==> src/common/tmg_pkg.sv <==
// constants, types and field layout of the transmit modulator data gate
// Summary of operation
// - no ramp align: fall stops data, idle fill
// - no ramp align: gap counts from symbol end
// - ramp align on: gap delay from strobe rise
// - burst start delay, eighth symbols, from rise
// - idle fill bit before burst start delay ends
// - serial mode: start delay only when clock output
// - idle fill bit whenever data input inactive
package tmg_pkg;
    // ========================================
    // register bus
    localparam int APB_ADDR_W = 12;
    localparam int APB_DATA_W = 32;
    localparam logic [9:0] REG_DELAYS_IDX = 10'h036; // word index of the delay register
    localparam logic [9:0] REG_CONTROL_IDX = 10'h037;
    localparam logic [9:0] REG_STATUS_IDX = 10'h038;
    localparam logic [11:0] REG_DELAYS_ADDR = {REG_DELAYS_IDX, 2'b00};
    localparam logic [11:0] REG_CONTROL_ADDR = {REG_CONTROL_IDX, 2'b00};
    localparam logic [11:0] REG_STATUS_ADDR = {REG_STATUS_IDX, 2'b00};
    // ========================================
    // field layout
    localparam int DELAY_W = 9;
    localparam int START_DELAY_LSB = 0;
    localparam int RESUME_DELAY_LSB = 9;
    localparam int DELAYS_W = 18;
    localparam int CONTROL_W = 6;
    localparam int STATUS_W = 10;
    localparam logic [17:0] DELAYS_RESET = 18'h0_0000;
    localparam logic [5:0] CONTROL_RESET = 6'h00;
    // ========================================
    // timing
    localparam int CLOCK_PERIOD_NS = 8;
    localparam int SYMBOL_PERIOD_NS = 64;
    localparam int EIGHTHS_PER_SYMBOL = 8;
    localparam int EIGHTH_RAW = SYMBOL_PERIOD_NS / EIGHTHS_PER_SYMBOL / CLOCK_PERIOD_NS;
    localparam int EIGHTH_CYCLES = (EIGHTH_RAW < 1) ? 1 : EIGHTH_RAW;
    localparam int FIFO_DEPTH = 8;
    localparam int FIFO_WIDTH = 1;
    // ========================================
    // types
    typedef struct packed {
        logic [8:0] inter_slot_resume_delay;
        logic [8:0] burst_start_delay;
    } tmg_delays_s;
    typedef struct packed {
        logic idle_fill_bit;
        logic ramp_align_mode;
        logic bitclk_is_output;
        logic serial_mode;
        logic gprs_mode;
        logic enable;
    } tmg_control_s;
    typedef enum logic [5:0] {
        ST_IDLE = 6'b00_0001,
        ST_START = 6'b00_0010,
        ST_FLOW = 6'b00_0100,
        ST_DRAIN = 6'b00_1000,
        ST_HOLD = 6'b01_0000,
        ST_GAP = 6'b10_0000
    } tmg_state_e;
endpackage

==> src/logic/tmg_gate.sv <==
// transmit data fifo and modulator data gate with apb registers
//
// The APB interface to the registers was chosen for this implementation.
`timescale 1ns/1ps

// ========================================
// fifo
module tmg_fifo #(
    parameter int WIDTH = 1,
    parameter int DEPTH = 8
) (
    // clock and reset
    input wire logic clock,
    input wire logic resetn,
    // filling side
    input wire logic in_valid,
    input wire logic [WIDTH-1:0] in_data,
    output logic in_ready,
    // draining side
    output logic out_valid,
    output logic [WIDTH-1:0] out_data,
    input wire logic out_ready
);
    localparam int AW = (DEPTH > 1) ? $clog2(DEPTH) : 1;
    localparam int CW = $clog2(DEPTH + 1);
    logic [WIDTH-1:0] mem [DEPTH];
    logic [AW-1:0] wr_ptr;
    logic [AW-1:0] rd_ptr;
    logic [CW-1:0] count;
    logic [CW-1:0] next_count;
    logic push;
    logic pop;

    // handshakes and next fill level
    assign push = in_valid && in_ready;
    assign pop = out_valid && out_ready;
    assign next_count = count + CW'(push) - CW'(pop);
    assign out_data = mem[rd_ptr];

    // storage
    always_ff @(posedge clock) begin
        if (push) begin
            mem[wr_ptr] <= in_data;
        end
    end

    // pointers, level and honest flags
    always_ff @(posedge clock) begin
        if (!resetn) begin
            wr_ptr <= '0;
            rd_ptr <= '0;
            count <= '0;
            in_ready <= 1'b0;
            out_valid <= 1'b0;
        end else begin
            if (push) begin
                wr_ptr <= (wr_ptr == AW'(DEPTH - 1)) ? '0 : wr_ptr + 1'b1;
            end
            if (pop) begin
                rd_ptr <= (rd_ptr == AW'(DEPTH - 1)) ? '0 : rd_ptr + 1'b1;
            end
            count <= next_count;
            in_ready <= (next_count != CW'(DEPTH));
            out_valid <= (next_count != '0);
        end
    end
endmodule

// ========================================
// gate top
module tmg_gate
    import tmg_pkg::*;
#(
    parameter int EIGHTH_DIV = EIGHTH_CYCLES
) (
    // clock and reset
    input wire logic CLOCK,
    input wire logic RESETN,
    // apb slave
    input wire logic PSEL,
    input wire logic PENABLE,
    input wire logic PWRITE,
    input wire logic [APB_ADDR_W-1:0] PADDR,
    input wire logic [APB_DATA_W-1:0] PWDATA,
    output logic [APB_DATA_W-1:0] PRDATA,
    output logic PREADY,
    output logic PSLVERR,
    // link pins from the baseband
    input wire logic TX_SLOT_STROBE,
    input wire logic MOD_BIT_CLOCK,
    // transmit data stream
    input wire logic TX_DATA_VALID,
    input wire logic TX_DATA,
    output logic TX_DATA_READY,
    // modulator input
    output logic MOD_DATA,
    output logic MOD_DATA_ACTIVE
);
    tmg_delays_s dly;
    tmg_control_s ctrl;
    tmg_state_e state;
    logic [DELAY_W-1:0] cnt;
    logic [DELAY_W-1:0] start_load;
    logic [2:0] strobe_sync;
    logic [2:0] bclk_sync;
    logic strobe_rise;
    logic strobe_fall;
    logic sym_tick;
    logic tick8;
    logic [7:0] div_cnt;
    logic fifo_valid;
    logic fifo_data;
    logic fifo_ready;
    logic pop;
    logic apb_setup;
    logic apb_write;
    logic addr_hit;

    // ========================================
    // apb slave: data prepared in setup, answered in the access cycle
    assign apb_setup = PSEL && !PENABLE;
    assign apb_write = PSEL && PENABLE && PREADY && PWRITE;
    assign addr_hit = (PADDR == REG_DELAYS_ADDR) || (PADDR == REG_CONTROL_ADDR)
        || (PADDR == REG_STATUS_ADDR);

    // ready and error flags for the access cycle
    always_ff @(posedge CLOCK) begin
        if (!RESETN) begin
            PREADY <= 1'b0;
            PSLVERR <= 1'b0;
        end else begin
            PREADY <= apb_setup;
            PSLVERR <= apb_setup && !addr_hit;
        end
    end

    // read data captured during the setup cycle
    always_ff @(posedge CLOCK) begin
        if (!RESETN) begin
            PRDATA <= '0;
        end else if (apb_setup && !PWRITE) begin
            unique case (PADDR)
                REG_DELAYS_ADDR: PRDATA <= {{(APB_DATA_W - DELAYS_W){1'b0}}, dly};
                REG_CONTROL_ADDR: PRDATA <= {{(APB_DATA_W - CONTROL_W){1'b0}}, ctrl};
                REG_STATUS_ADDR: PRDATA <= {{(APB_DATA_W - STATUS_W){1'b0}},
                    strobe_sync[1], MOD_DATA_ACTIVE, TX_DATA_READY, fifo_valid, state};
                default: PRDATA <= '0;
            endcase
        end
    end

    // delay and control registers
    always_ff @(posedge CLOCK) begin
        if (!RESETN) begin
            dly <= DELAYS_RESET;
            ctrl <= CONTROL_RESET;
        end else if (apb_write && !PSLVERR) begin
            if (PADDR == REG_DELAYS_ADDR) begin
                dly <= PWDATA[DELAYS_W-1:0];
            end
            if (PADDR == REG_CONTROL_ADDR) begin
                ctrl <= PWDATA[CONTROL_W-1:0];
            end
        end
    end

    // ========================================
    // link pins: two flip-flops, then a third for edges
    always_ff @(posedge CLOCK) begin
        if (!RESETN) begin
            strobe_sync <= '0;
            bclk_sync <= '0;
        end else begin
            strobe_sync <= {strobe_sync[1:0], TX_SLOT_STROBE};
            bclk_sync <= {bclk_sync[1:0], MOD_BIT_CLOCK};
        end
    end

    assign strobe_rise = strobe_sync[1] && !strobe_sync[2];
    assign strobe_fall = !strobe_sync[1] && strobe_sync[2];
    assign sym_tick = bclk_sync[1] && !bclk_sync[2];

    // eighth symbol enable, realigned at each symbol edge
    always_ff @(posedge CLOCK) begin
        if (!RESETN) begin
            div_cnt <= '0;
            tick8 <= 1'b0;
        end else if (sym_tick || div_cnt == 8'(EIGHTH_DIV - 1)) begin
            div_cnt <= '0;
            tick8 <= 1'b1;
        end else begin
            div_cnt <= div_cnt + 1'b1;
            tick8 <= 1'b0;
        end
    end

    // ========================================
    // data path buffer
    tmg_fifo #(
        .WIDTH(FIFO_WIDTH),
        .DEPTH(FIFO_DEPTH)
    ) u_fifo (
        .clock(CLOCK),
        .resetn(RESETN),
        .in_valid(TX_DATA_VALID),
        .in_data(TX_DATA),
        .in_ready(fifo_ready),
        .out_valid(fifo_valid),
        .out_data(fifo_data),
        .out_ready(pop)
    );

    // ready toward the source, straight from a flop
    assign TX_DATA_READY = fifo_ready;

    // ========================================
    // slot timing
    // the start delay is skipped when another party clocks serial data
    assign start_load = (ctrl.serial_mode && !ctrl.bitclk_is_output) ? '0
        : dly.burst_start_delay;

    // state and delay counter
    always_ff @(posedge CLOCK) begin
        if (!RESETN || !ctrl.enable) begin
            state <= ST_IDLE;
            cnt <= '0;
        end else begin
            if (tick8 && cnt != '0) begin
                cnt <= cnt - 1'b1;
            end
            unique case (state)
                ST_IDLE: if (strobe_rise) begin
                    state <= ST_START;
                    cnt <= start_load;
                end
                ST_START: if (cnt == '0) begin
                    state <= ST_FLOW;
                end
                ST_FLOW: if (strobe_fall) begin
                    if (!ctrl.gprs_mode) begin
                        state <= ST_IDLE;
                    end else if (ctrl.ramp_align_mode) begin
                        state <= ST_HOLD;
                    end else begin
                        state <= ST_DRAIN;
                    end
                end
                ST_DRAIN: if (sym_tick) begin
                    state <= ST_GAP;
                    cnt <= dly.inter_slot_resume_delay;
                end
                ST_HOLD: if (strobe_rise) begin
                    state <= ST_GAP;
                    cnt <= dly.inter_slot_resume_delay;
                end
                ST_GAP: if (cnt == '0) begin
                    state <= ST_FLOW;
                end
                default: state <= ST_IDLE;
            endcase
        end
    end

    // ========================================
    // modulator feed: one bit per symbol edge, fifo only while flowing
    assign pop = fifo_valid && state == ST_FLOW && sym_tick;

    always_ff @(posedge CLOCK) begin
        if (!RESETN) begin
            MOD_DATA <= 1'b0;
            MOD_DATA_ACTIVE <= 1'b0;
        end else if (sym_tick) begin
            MOD_DATA <= pop ? fifo_data : ctrl.idle_fill_bit;
            MOD_DATA_ACTIVE <= pop;
        end
    end

    // ========================================
    // checks
    a_fill_when_idle: assert property (@(posedge CLOCK) disable iff (!RESETN)
        sym_tick && !pop |=> MOD_DATA == $past(ctrl.idle_fill_bit) && !MOD_DATA_ACTIVE)
        else $error("idle fill not presented");
    a_data_only_flow: assert property (@(posedge CLOCK) disable iff (!RESETN)
        pop |-> state == ST_FLOW)
        else $error("data taken outside flow");
    a_drain_no_data: assert property (@(posedge CLOCK) disable iff (!RESETN)
        state == ST_FLOW && strobe_fall && ctrl.gprs_mode && !ctrl.ramp_align_mode
        && ctrl.enable |=> state == ST_DRAIN && !pop)
        else $error("fall did not stop data");
    a_gap_from_symbol: assert property (@(posedge CLOCK) disable iff (!RESETN)
        state == ST_DRAIN && sym_tick && ctrl.enable
        |=> state == ST_GAP && cnt == $past(dly.inter_slot_resume_delay))
        else $error("gap delay not started at symbol end");
    a_hold_until_rise: assert property (@(posedge CLOCK) disable iff (!RESETN)
        state == ST_HOLD && !strobe_rise && ctrl.enable |=> state == ST_HOLD)
        else $error("hold left without rise");
    a_start_load: assert property (@(posedge CLOCK) disable iff (!RESETN)
        state == ST_IDLE && strobe_rise && ctrl.enable && !ctrl.serial_mode
        |=> state == ST_START && cnt == $past(dly.burst_start_delay))
        else $error("burst start delay not loaded");
    a_serial_skip: assert property (@(posedge CLOCK) disable iff (!RESETN)
        state == ST_IDLE && strobe_rise && ctrl.enable && ctrl.serial_mode
        && !ctrl.bitclk_is_output |=> cnt == '0 ##1 state == ST_FLOW)
        else $error("start delay not skipped");
    a_count_step: assert property (@(posedge CLOCK) disable iff (!RESETN)
        (state == ST_START || state == ST_GAP) && tick8 && cnt != '0 && ctrl.enable
        |=> cnt == $past(cnt) - 1'b1)
        else $error("delay counter did not step");
endmodule

==> config.mk <==
export PLATFORM = sky130hd
export DESIGN_NAME = tmg_gate
export DESIGN_NICKNAME = d
export VERILOG_FILES = /design/src/common/tmg_pkg.sv /design/src/logic/tmg_gate.sv
export SDC_FILE = /design/constraint.sdc
export NUM_CORES = 1
export LEC_CHECK = 0
export BUFFER_PORTS_ARGS = -buffer_cell sky130_fd_sc_hd__clkbuf_2
export CAP_MARGIN = 20
export CELL_PAD_IN_SITES_DETAIL_PLACEMENT = 1
export CELL_PAD_IN_SITES_GLOBAL_PLACEMENT = 1
export CORE_ASPECT_RATIO = 0.8
export CORE_MARGIN = 2
export CORE_UTILIZATION = 32
export CTS_BUF_LIST = sky130_fd_sc_hd__clkbuf_16
export CTS_CLUSTER_SIZE = 40
export DETAILED_ROUTE_END_ITERATION = 8
export HOLD_SLACK_MARGIN = 0.08
export PLACE_DENSITY = 0.77
export SYNTH_ARGS = -nofsm -noshare
export SYNTH_HDL_FRONTEND = slang
export SYNTH_SLANG_ARGS = --single-unit
export TNS_END_PERCENT = 100
==> constraint.sdc <==
create_clock -name CLOCK -period 3.1 [get_ports CLOCK]
set_clock_uncertainty 0.2 [all_clocks]
set_input_delay 0.155 -clock CLOCK [delete_from_list [all_inputs] [get_ports CLOCK]]
set_output_delay 0.155 -clock CLOCK [all_outputs]
set_load 0.01 [all_outputs]
# After elaboration in Yosys (flattened, before gate mapping)
# Memory sizes are Yosys's and may differ from the RTL's. A register that Yosys moved wholly into a read port is not among the register bits.
# Index checks and enable logic that the tools add are counted.
[totals] ramBits=8 n_memories=1 output_inout_bits=37 register_bits=102
[classes] n_addsub=6 n_eq_ne=17 bitwise_logic=1 muxes=23 n_reduce_logical=39
[memory_table] memory="u_fifo.mem" depth=8 width=1 rd=1 rd_clocked_by_memory_dff=1 write_ports=1 line="tmg_gate.sv:26" source="logic [WIDTH-1:0] mem [DEPTH];"
[op_table] operator="one-hot mux 18 bit (3 select lines)" count=1
[op_table] operator="2-to-1 mux 9 bit" count=5
[op_table] operator="== test 12 x 8 -> 1 bit (second input constant)" count=3
[op_table] operator="2-to-1 mux 6 bit" count=5
[op_table] operator="one-hot mux 6 bit (5 select lines)" count=1
[op_table] operator="one-hot mux 9 bit (3 select lines)" count=1
[op_table] operator="logical AND 1 bit" count=16
[op_table] operator="2-to-1 mux 3 bit" count=4
[op_table] operator="zero test 1 bit" count=10
[op_table] operator="2-to-1 mux 5 bit" count=2
[op_table] operator="zero test 9 bit" count=1
[op_table] operator="nonzero test 9 bit" count=1
[op_table] operator="subtractor 9 x 1 -> 9 bit (second input constant)" count=1
[op_table] operator="adder 8 x 1 -> 8 bit (second input constant)" count=1
[op_table] operator="zero test 8 bit" count=1
[op_table] operator="inequality test 2 bit (second input constant)" count=4
[op_table] operator="adder 3 x 1 -> 3 bit (second input constant)" count=2
[op_table] operator="== test 3 bit (second input constant)" count=2
[op_table] operator="== test 6 x 1 -> 1 bit (second input constant)" count=1
[op_table] operator="== test 6 x 2 -> 1 bit (second input constant)" count=1
[op_table] operator="== test 6 x 3 -> 1 bit (second input constant)" count=1
[op_table] operator="== test 6 x 4 -> 1 bit (second input constant)" count=1
[op_table] operator="== test 6 x 5 -> 1 bit (second input constant)" count=1
[op_table] operator="== test 6 bit (second input constant)" count=1
[op_table] operator="other kinds (11)" count=19

# Depth between registers and ports, before layout
# Gate-level depths: netlist of the first run.
[depth] word_depth=6 ltp_mapped=14 ltp_nobuf=13

# By module
# From an unflattened synthesis of the first run, not the netlist that was laid out.
[hier_totals] cells_unflattened=491 area_unflattened_um2=4668.2
[by_module_without_submodules] module="tmg_gate" cells_each=396 area_per_inst_um2=3612.2 instances=1 seq_area_each_um2=1521.5
[by_module_without_submodules] module="tmg_fifo" cells_each=95 area_per_inst_um2=1056.0 instances=1 seq_area_each_um2=540.5

# Worst setup path after synthesis of the first run
# OpenSTA, ideal clock, no wires.
[synth_path] path_kind="register to register" from="register state[3]" to="register u_fifo.out_valid" arrival_time_ns=2.749 path_slack_ns=0.036 stages_incl_launch_ff=15 path_cell_list="dfxtp_1 buf_6 or3_4 nor4b_4 nand3_4 inv_1 ha_1 inv_1 ha_1 inv_1 fa_1 xnor2_1 nor3b_1 nand2b_1 and2_1"
[synth_between] elab_chain_len=6
[synth_rtl] element="from (decl)" line="tmg_gate.sv:101" source="tmg_state_e state;"
[synth_rtl] element="from (signal assigned)" line="tmg_gate.sv:225" source="state <= ST_IDLE;"
[synth_rtl] element="from (signal assigned)" line="tmg_gate.sv:233" source="state <= ST_START;"
[synth_rtl] element="from (signal assigned)" line="tmg_gate.sv:237" source="state <= ST_FLOW;"
[synth_rtl] element="== test 6 x 3 -> 1 bit" line="tmg_gate.sv:266" source="assign pop = fifo_valid && state == ST_FLOW && sym_tick;"
[synth_rtl] element="logical AND 1 bit (2 in series)" line="tmg_gate.sv:266"
[synth_rtl] element="logical AND 1 bit" line="tmg_gate.sv:36" source="assign pop = out_valid && out_ready;"
[synth_rtl] element="named net u_fifo.pop" line="tmg_gate.sv:32" source="logic pop;"
[synth_rtl] element="subtractor 4 x 1 -> 4 bit" line="tmg_gate.sv:37" source="assign next_count = count + CW'(push) - CW'(pop);"
[synth_rtl] element="nonzero test 4 bit" line="tmg_gate.sv:64" source="out_valid <= (next_count != '0);"
[synth_rtl] element="to (signal assigned)" line="tmg_gate.sv:64"
[synth_rtl] element="to (decl)" line="tmg_gate.sv:20" source="output logic out_valid,"
# The timed path passes the listed nets, and every way through them passes these cells.
# A chain may end at the register's enable or synchronous reset.

# Final worst setup path of the first run
# Ends and elaborated chain as after synthesis.

==> results of run 1 <==
==> worst paths after layout <==
kind / start / to / slack [ns] / cells past startpoint
setup / recovery: state[3] / u_fifo.out_valid / 0.16 / 13
hold / removal: TX_DATA_VALID / u_fifo.wr_ptr[2] / 0.11 / 4
setup reg to reg: state[3] / u_fifo.out_valid / 0.16 / 13
hold reg to reg: bclk_sync[0] / bclk_sync[1] / 0.24 / 1
==> registers in the layout (all words and copies together), names as in the netlist, 3 cells and up, named ones only <==
register and flops:
u_fifo.wr_ptr 3, div_cnt 8, strobe_sync 3, u_fifo.rd_ptr 3
state 6, PRDATA 18, u_fifo.count 4, bclk_sync 3
dly 18, u_fifo.mem 8, cnt 9, ctrl 6
==> layout by cell type, fill, tap and decap left out, drive strengths merged, types with 3 or more instances in the layout <==
cell type | Yosys | routed
a21boi | 25 | 25
a21oi | 7 | 7
a221o | 4 | 4
a22oi | 20 | 20
a31oi | 3 | 3
and2 | 16 | 16
and3 | 5 | 5
buf | 21 | 13
bufinv | 0 | 3
clkbuf | 10 | 70
conb | 1 | 14
dfxtp | 91 | 91
dlygate4sd3 | 0 | 30
edfxtp | 8 | 8
ha | 12 | 12
inv | 16 | 18
mux2 | 8 | 8
mux2i | 11 | 11
nand2 | 71 | 71
nand2b | 3 | 3
nand3 | 11 | 11
nand4 | 4 | 4
nor2 | 18 | 18
nor2b | 25 | 25
nor3 | 8 | 8
nor3b | 7 | 7
nor4 | 6 | 6
nor4b | 6 | 6
o21ai | 20 | 20
o41ai | 3 | 3
or3 | 3 | 3
xnor2 | 9 | 9
xor2 | 5 | 5
==> cell type report <==
| cell class | count | area (sq um) | area share [%] |
|---|---|---|---|
| inverter | 16 | 60.1 | 1.04 |
| sequential | 99 | 2060 | 35.8 |
| timing repair buffer | 104 | 703 | 12.2 |
| clock inverter | 7 | 116 | 2.02 |
| tap | 184 | 230 | 3.99 |
| clock buffer | 9 | 225 | 3.91 |
| multi-input combinational | 349 | 2370 | 41.1 |
==> cell usage after synthesis (4+ instances only) <==
| library cell | instances |
|---|---|
| a21boi_0 | 13 |
| a21boi_1 | 12 |
| a21oi_1 | 7 |
| a221o_1 | 4 |
| a22oi_1 | 20 |
| and2_1 | 16 |
| and3_1 | 5 |
| buf_2 | 4 |
| buf_4 | 14 |
| clkbuf_1 | 10 |
| dfxtp_1 | 91 |
| edfxtp_1 | 8 |
| ha_1 | 12 |
| inv_1 | 16 |
| mux2_2 | 8 |
| mux2i_1 | 11 |
| nand2_1 | 71 |
| nand3_1 | 10 |
| nand4_1 | 4 |
| nor2_1 | 17 |
| nor2b_1 | 25 |
| nor3_1 | 7 |
| nor3b_1 | 7 |
| nor4_1 | 4 |
| nor4b_1 | 5 |
| o21ai_0 | 18 |
| xnor2_1 | 9 |
| xor2_1 | 5 |
==> metrics by stage <==
step	worst slack [ns]	utilization, %	hold slack (ns)	instances
4_1_cts	0.0591	40.5	0.116	766
5_1_grt	0.00689	40.8	0.147	768
3_5_place_dp	0.00321	35.9	0.166	720
6_report	0.156	40.8	0.105	768
3_3_place_gp	0.140	35.9	0.163	720
2_1_floorplan	0.0363	-	0.0539	495
==> power by group through the flow <==
| stage | registers, mW | clock network (mW) | logic, mW |
|---|---|---|---|
| 2_1_floorplan | 1.37 | 0 | 0.168 |
| 3_3_place_gp | 1.38 | 0 | 0.209 |
| 3_5_place_dp | 1.39 | 0 | 0.225 |
| 4_1_cts | 1.36 | 1.31 | 0.259 |
| 5_1_grt | 1.36 | 1.38 | 0.300 |
| 6_report | 1.36 | 1.30 | 0.272 |
==> kinds of logic (layout without fill, tap and decap cells) <==
logic type	Yosys count	in the layout	share of synthesized area, %
simple gates	194	194	23.8
xor+xnor	14	14	2.66
other cells	1	14	0.0815
flops	99	99	44.8
compound gates	93	93	14.2
buf+inv	47	136	5.41
mux	21	21	5.33
fa+ha+maj	13	13	3.70
==> what timing repair did <==
action,4_1_cts,5_1_grt
endpoints found under the hold margin,36,0
pin swaps,0,6
resized for setup,1,7
setup endpoints to repair,1,2
buffers inserted,0,2
hold buffers,30,0
==> tightest hold or removal path: cells and delay by family <==
family,cells,cell delay [ns]
simple gates,2,0.31
buf+inv,1,0.07
compound gates,1,0.07
==> metal layers <==
metal / global-route usage, % / up-vias / part of all wire [%]
met5: 0 / - / 0
met4: 4.83 / 0 / 1.8
met3: 3.93 / 18 / 4.1
met2: 29.1 / 91 / 48
met1: 21.8 / 1923 / 46
li1: - / 1869 / -
==> flow_summary.json, run 1 <==
{
  "status": "finished clean",
  "cts_sinks": 99,
  "drive_gt1_share_pct": 20.2,
  "vias_per_cell": 5.08,
  "num-fill-cells": 1631,
  "timing.critical_path.buf_inv": 3,
  "track_usage_pct": 17.1,
  "clockRootBuffer": "clkbuf_16",
  "swShare_pct": 23.1,
  "grt_pass1_wl_um": 21100,
  "slew_headroom_pct": 47.5,
  "h-tree-depth": 3,
  "cp.required_ns": 3.15,
  "synth-edff-count": 8,
  "clk_pin_slew_worst_paths_ns": 0.07,
  "die_x_um": 138,
  "clk-insertion-delay-late_ns": 0.35,
  "yosysWarnings": 0,
  "yosys.area.top_type_share_pct": 39.6,
  "seq_power_share_pct": 46.3,
  "drc": 0,
  "grt_pass1_vias": 4055,
  "synth_cell_types": 65,
  "finalNetCount": 645,
  "tightest_slew_ns": 0.780,
  "clkPwrFrac_pct": 44.4,
  "path_delay_family": "simple AND/OR/NAND/NOR gates",
  "syn_to_final_growth_pct": 25.3,
  "gp_congestion": 0.890,
  "die_area_sq_um": 15400,
  "synth_area_leaders": "dfxtp_1 (40%), nand2_1 (5.8%), edfxtp_1 (5.2%)",
  "period_share_pct": 95.0,
  "tritoncts": "done",
  "critPathArrivalTime_ns": 3.00,
  "rsz0062_at_grt": "false",
  "synth-seq-area-share_pct": 44.8,
  "irDropWorstVdd_mv": 0.291,
  "rows": 39,
  "ios": 90,
  "hold_path.class": "input pin to flop",
  "synth-seq-cells": 99,
  "diodes": 0,
  "crit_type": "flop to flop",
  "synth_ff_type": "dfxtp_1",
  "power_frac_comb_pct": 9.3,
  "worstSetupStartpointType": "flop",
  "syn_area_per_cell_sq_um": 9.55,
  "tns_ns": 0,
  "cts_made_buffers": 9,
  "dp_hpwl_um": 9590,
  "post-route-min-period_ns": 2.94,
  "dpl_cell_area_sq_um": 5080,
  "first_pass_iters": 5,
  "slew_violations": 0,
  "power.leakage_nw": 2.20,
  "crit_path_end_kind": "flop",
  "post-route-cell-area_sq_um": 5770,
  "grt_antenna_before_repair": 0,
  "crit_path_max_incr_delay_ns": 0.39,
  "power_density_nw_per_um2": 508,
  "start_util_pct": 32.5,
  "finalSetupViolCount": 0,
  "switching_power_mw": 0.677,
  "core_sq_um": 14200,
  "max_freq_mhz": 340,
  "cpMostUsedCell": "inv_2",
  "max_cap_viol_count": 0,
  "port_buffers": 61,
  "crit_fanout": 2,
  "die_h_um": 111,
  "internal_power_mw": 2.25,
  "finalHoldViolCount": 0,
  "finalPower_mw": 2.93,
  "slowest_stage": "or3_4",
  "worstPathCellList": "or3_4 -> nor4b_4 -> nand3_4 -> inv_2 -> ha_1 -> inv_2 -> ha_4 -> inv_1 -> fa_2 -> xnor2_2 -> nor3b_2 -> nand2b_1 -> and2_1",
  "grt_max_degree": 53,
  "drt_iter0_drc": 216,
  "ant_nets": 0,
  "yosysTopAreaCell": "dfxtp_1",
  "overflow": 0,
  "wire_per_inst_um": 17.0,
  "synth_area_sq_um": 4600,
  "ys_async_sr_fraction_pct": 0,
  "clock_path_buffers": 2,
  "syn_inst": 482,
  "dr_total_vias": 3901,
  "wirelength_um": 13000
}
No activity file was read; power rests on OpenSTA's default activity.
==> inputs of run 2 (changes only) <==
ABC_AREA = 1   (was default)
PLACE_DENSITY = default   (was 0.77)
PLACE_DENSITY_LB_ADDON = 0.1   (was default)
==> run 2 against run 1 <==
Register-to-register slack better by 0.27 ns. Via count up 12%. Largest cell class unchanged. Fmax up 9.9%. Utilization down 1.4 points. Die area up 5.9%. Sequential cell count unchanged. Worst hold slack worse by 0.0069 ns. Sequential power about the same. Wire length up 4.8%. Cell area up 2.1%. Combinational power up 19%. Highest routed layer unchanged.
==> flow_summary.json, run 2 <==
{
  "syn_inst": 658,
  "power_density_nw_per_um2": 513,
  "layout_common_cells": "nand2_1 (121), dfxtp_1 (91), inv_1 (88)",
  "cts_made_buffers": 9,
  "first_pass_iters": 4,
  "die_area_sq_um": 16300,
  "drt_iter0_drc": 124,
  "synth_area_leaders": "dfxtp_1 (37%), nand2_1 (9.3%), inv_1 (6.8%)",
  "final_core_utilization_pct": 39.3,
  "overflow": 0,
  "grt_max_degree": 37,
  "tightest_slew_ns": 0.709,
  "track_usage_pct": 17.6,
  "rr_endpoint": "u_fifo.in_ready",
  "met1_length_um": 7160,
  "hold_path_end": "bclk_sync[0]",
  "post-cts-setup-buffer-count": 0,
  "grt_antenna_before_repair": 0,
  "crit_type": "flop to flop",
  "clk_pin_slew_worst_paths_ns": 0.07,
  "tns_ns": 0,
  "slew_headroom_pct": 52.7,
  "dp_hpwl_um": 10400,
  "whs_ns": 0.0985,
  "max_freq_mhz": 373,
  "cts_hold_buffers": 24,
  "yosysWarnings": 0,
  "hold_path.class": "input pin to flop",
  "ys_async_sr_fraction_pct": 0,
  "drc": 0,
  "die_h_um": 115,
  "diodes": 0,
  "die_x_um": 142,
  "critPathArrivalTime_ns": 2.69,
  "clockRootBuffer": "clkbuf_16",
  "core_sq_um": 15000,
  "synth_cell_types": 41,
  "finalNetCount": 805,
  "hold_depth": 3,
  "irDropWorstVdd_mv": 0.258,
  "finalSetupViolCount": 0,
  "yosysMostFrequentCell": "nand2_1",
  "rows": 40,
  "wirelength_um": 13700,
  "synth_area_sq_um": 4880,
  "finalHoldViolCount": 0,
  "max_cap_viol_count": 0,
  "wire_per_inst_um": 14.6,
  "yosysTopAreaCell": "dfxtp_1",
  "ios": 90,
  "vias_per_cell": 4.69,
  "tritoncts": "done",
  "post-route-min-period_ns": 2.68,
  "wl_met2_um": 5980,
  "crit_path_end_kind": "flop",
  "dr_total_vias": 4377,
  "top_regs": "PRDATA (18), dly (18), cnt (9)",
  "cts_sinks": 99,
  "ys_top_cells_by_count": "nand2_1 (121), dfxtp_1 (91), inv_1 (88)",
  "ctsResizeCount": 0,
  "top_layer_used": "met4",
  "slew_violations": 0,
  "clock_path_buffers": 2,
  "status": "finished clean",
  "reg2reg_slack_ns": 0.42,
  "num-fill-cells": 1850,
  "drive_gt1_share_pct": 15.9,
  "yosys.area.top_type_share_pct": 37.3,
  "clk-insertion-delay-late_ns": 0.35,
  "met3_length_um": 467,
  "synth-seq-cells": 99,
  "r2r_cells": 14,
  "synth-edff-count": 8,
  "power.leakage_nw": 2.51,
  "crit_fanout": 5,
  "grt_pass1_wl_um": 22400,
  "mostFrequentLayoutCell": "nand2_1",
  "period_share_pct": 86.4,
  "grt_pass1_vias": 4354,
  "hp-start": "RESETN",
  "h-tree-depth": 3,
  "rsz0062_at_grt": "false",
  "synth-seq-area-share_pct": 42.2,
  "port_buffers": 61,
  "syn_area_per_cell_sq_um": 7.42,
  "start_util_pct": 32.6,
  "gp_congestion": 0.765,
  "syn_to_final_growth_pct": 20.5,
  "ant_nets": 0,
  "worstSetupStartpointType": "flop",
  "cp.required_ns": 3.11,
  "synth_ff_type": "dfxtp_1",
  "timing.rr.start": "state[2]"
}
==> run 2: worst max path at each step <==
| stage | start | endpoint | slack [ns] | cells past startpoint |
|---|---|---|---|---|
| global route | state[2] | u_fifo.in_ready | 0.11 | 14 |
| global placement | state[5] | u_fifo.in_ready | 0.51 | 13 |
| detailed placement | state[5] | u_fifo.in_ready | 0.44 | 13 |
| CTS | state[5] | u_fifo.in_ready | 0.43 | 13 |
| finish | state[2] | u_fifo.in_ready | 0.42 | 14 |
| floorplan | state[5] | u_fifo.out_valid | 0.61 | 13 |
==> run 2: kinds of logic (layout without fill, tap and decap cells) <==
logic type,after synthesis,in the layout,synth area share (%)
buffers and inverters,125,198,11.3
other,1,14,0.0768
AND/OR/NAND/NOR,289,289,27.4
flip-flops,99,99,42.2
adder cells (fa/ha/maj),13,13,3.48
AO/OA/AOI/OAI,122,122,14.0
XOR/XNOR,9,9,1.61
==> run 2: cell type report <==
cell class | count | area (sq um) | share of cell area (%)
clock buffer | 9 | 225 | 3.82
clock inverter | 7 | 121 | 2.06
inverter | 94 | 355 | 6.03
multi-input combinational | 447 | 2320 | 39.4
sequential | 99 | 2060 | 35.0
tap | 189 | 236 | 4.02
timing repair buffer | 88 | 568 | 9.65
==> run 2: per-layer routing <==
layer,track usage (%),up-vias
met5,0,-
met4,3.00,0
met3,4.39,4
met2,27.3,61
met1,25.1,2050
li1,-,2262
==> run 2: worst max-delay path, cell delays in order (launching register included) <==
cell and delay, ns:
dfxtp_1 0.41, inv_1 0.08, nor2_1 0.11, nand3_2 0.18, nor3_4 0.18, ha_1 0.25
inv_1 0.07, ha_1 0.16, inv_1 0.06, fa_1 0.37, xnor2_1 0.14, inv_1 0.07
nand2_1 0.05, nor2_1 0.12, o21ai_0 0.10
==> run 2: power by group <==
group	switching, mW	internal, mW
combinational	0.196	0.128
clock	0.528	0.797
sequential	0.0346	1.34
==> run 2: metrics by stage <==
stage	power, mW	instances	worst slack [ns]	cell area, sq um
final	3.02	933	0.423	5890
after global routing	3.16	933	0.111	5890
after CTS	3.06	933	0.432	5890
after global placement	1.69	893	0.511	5300
after detailed placement	1.71	893	0.444	5300
after floorplan	1.61	671	0.608	4930
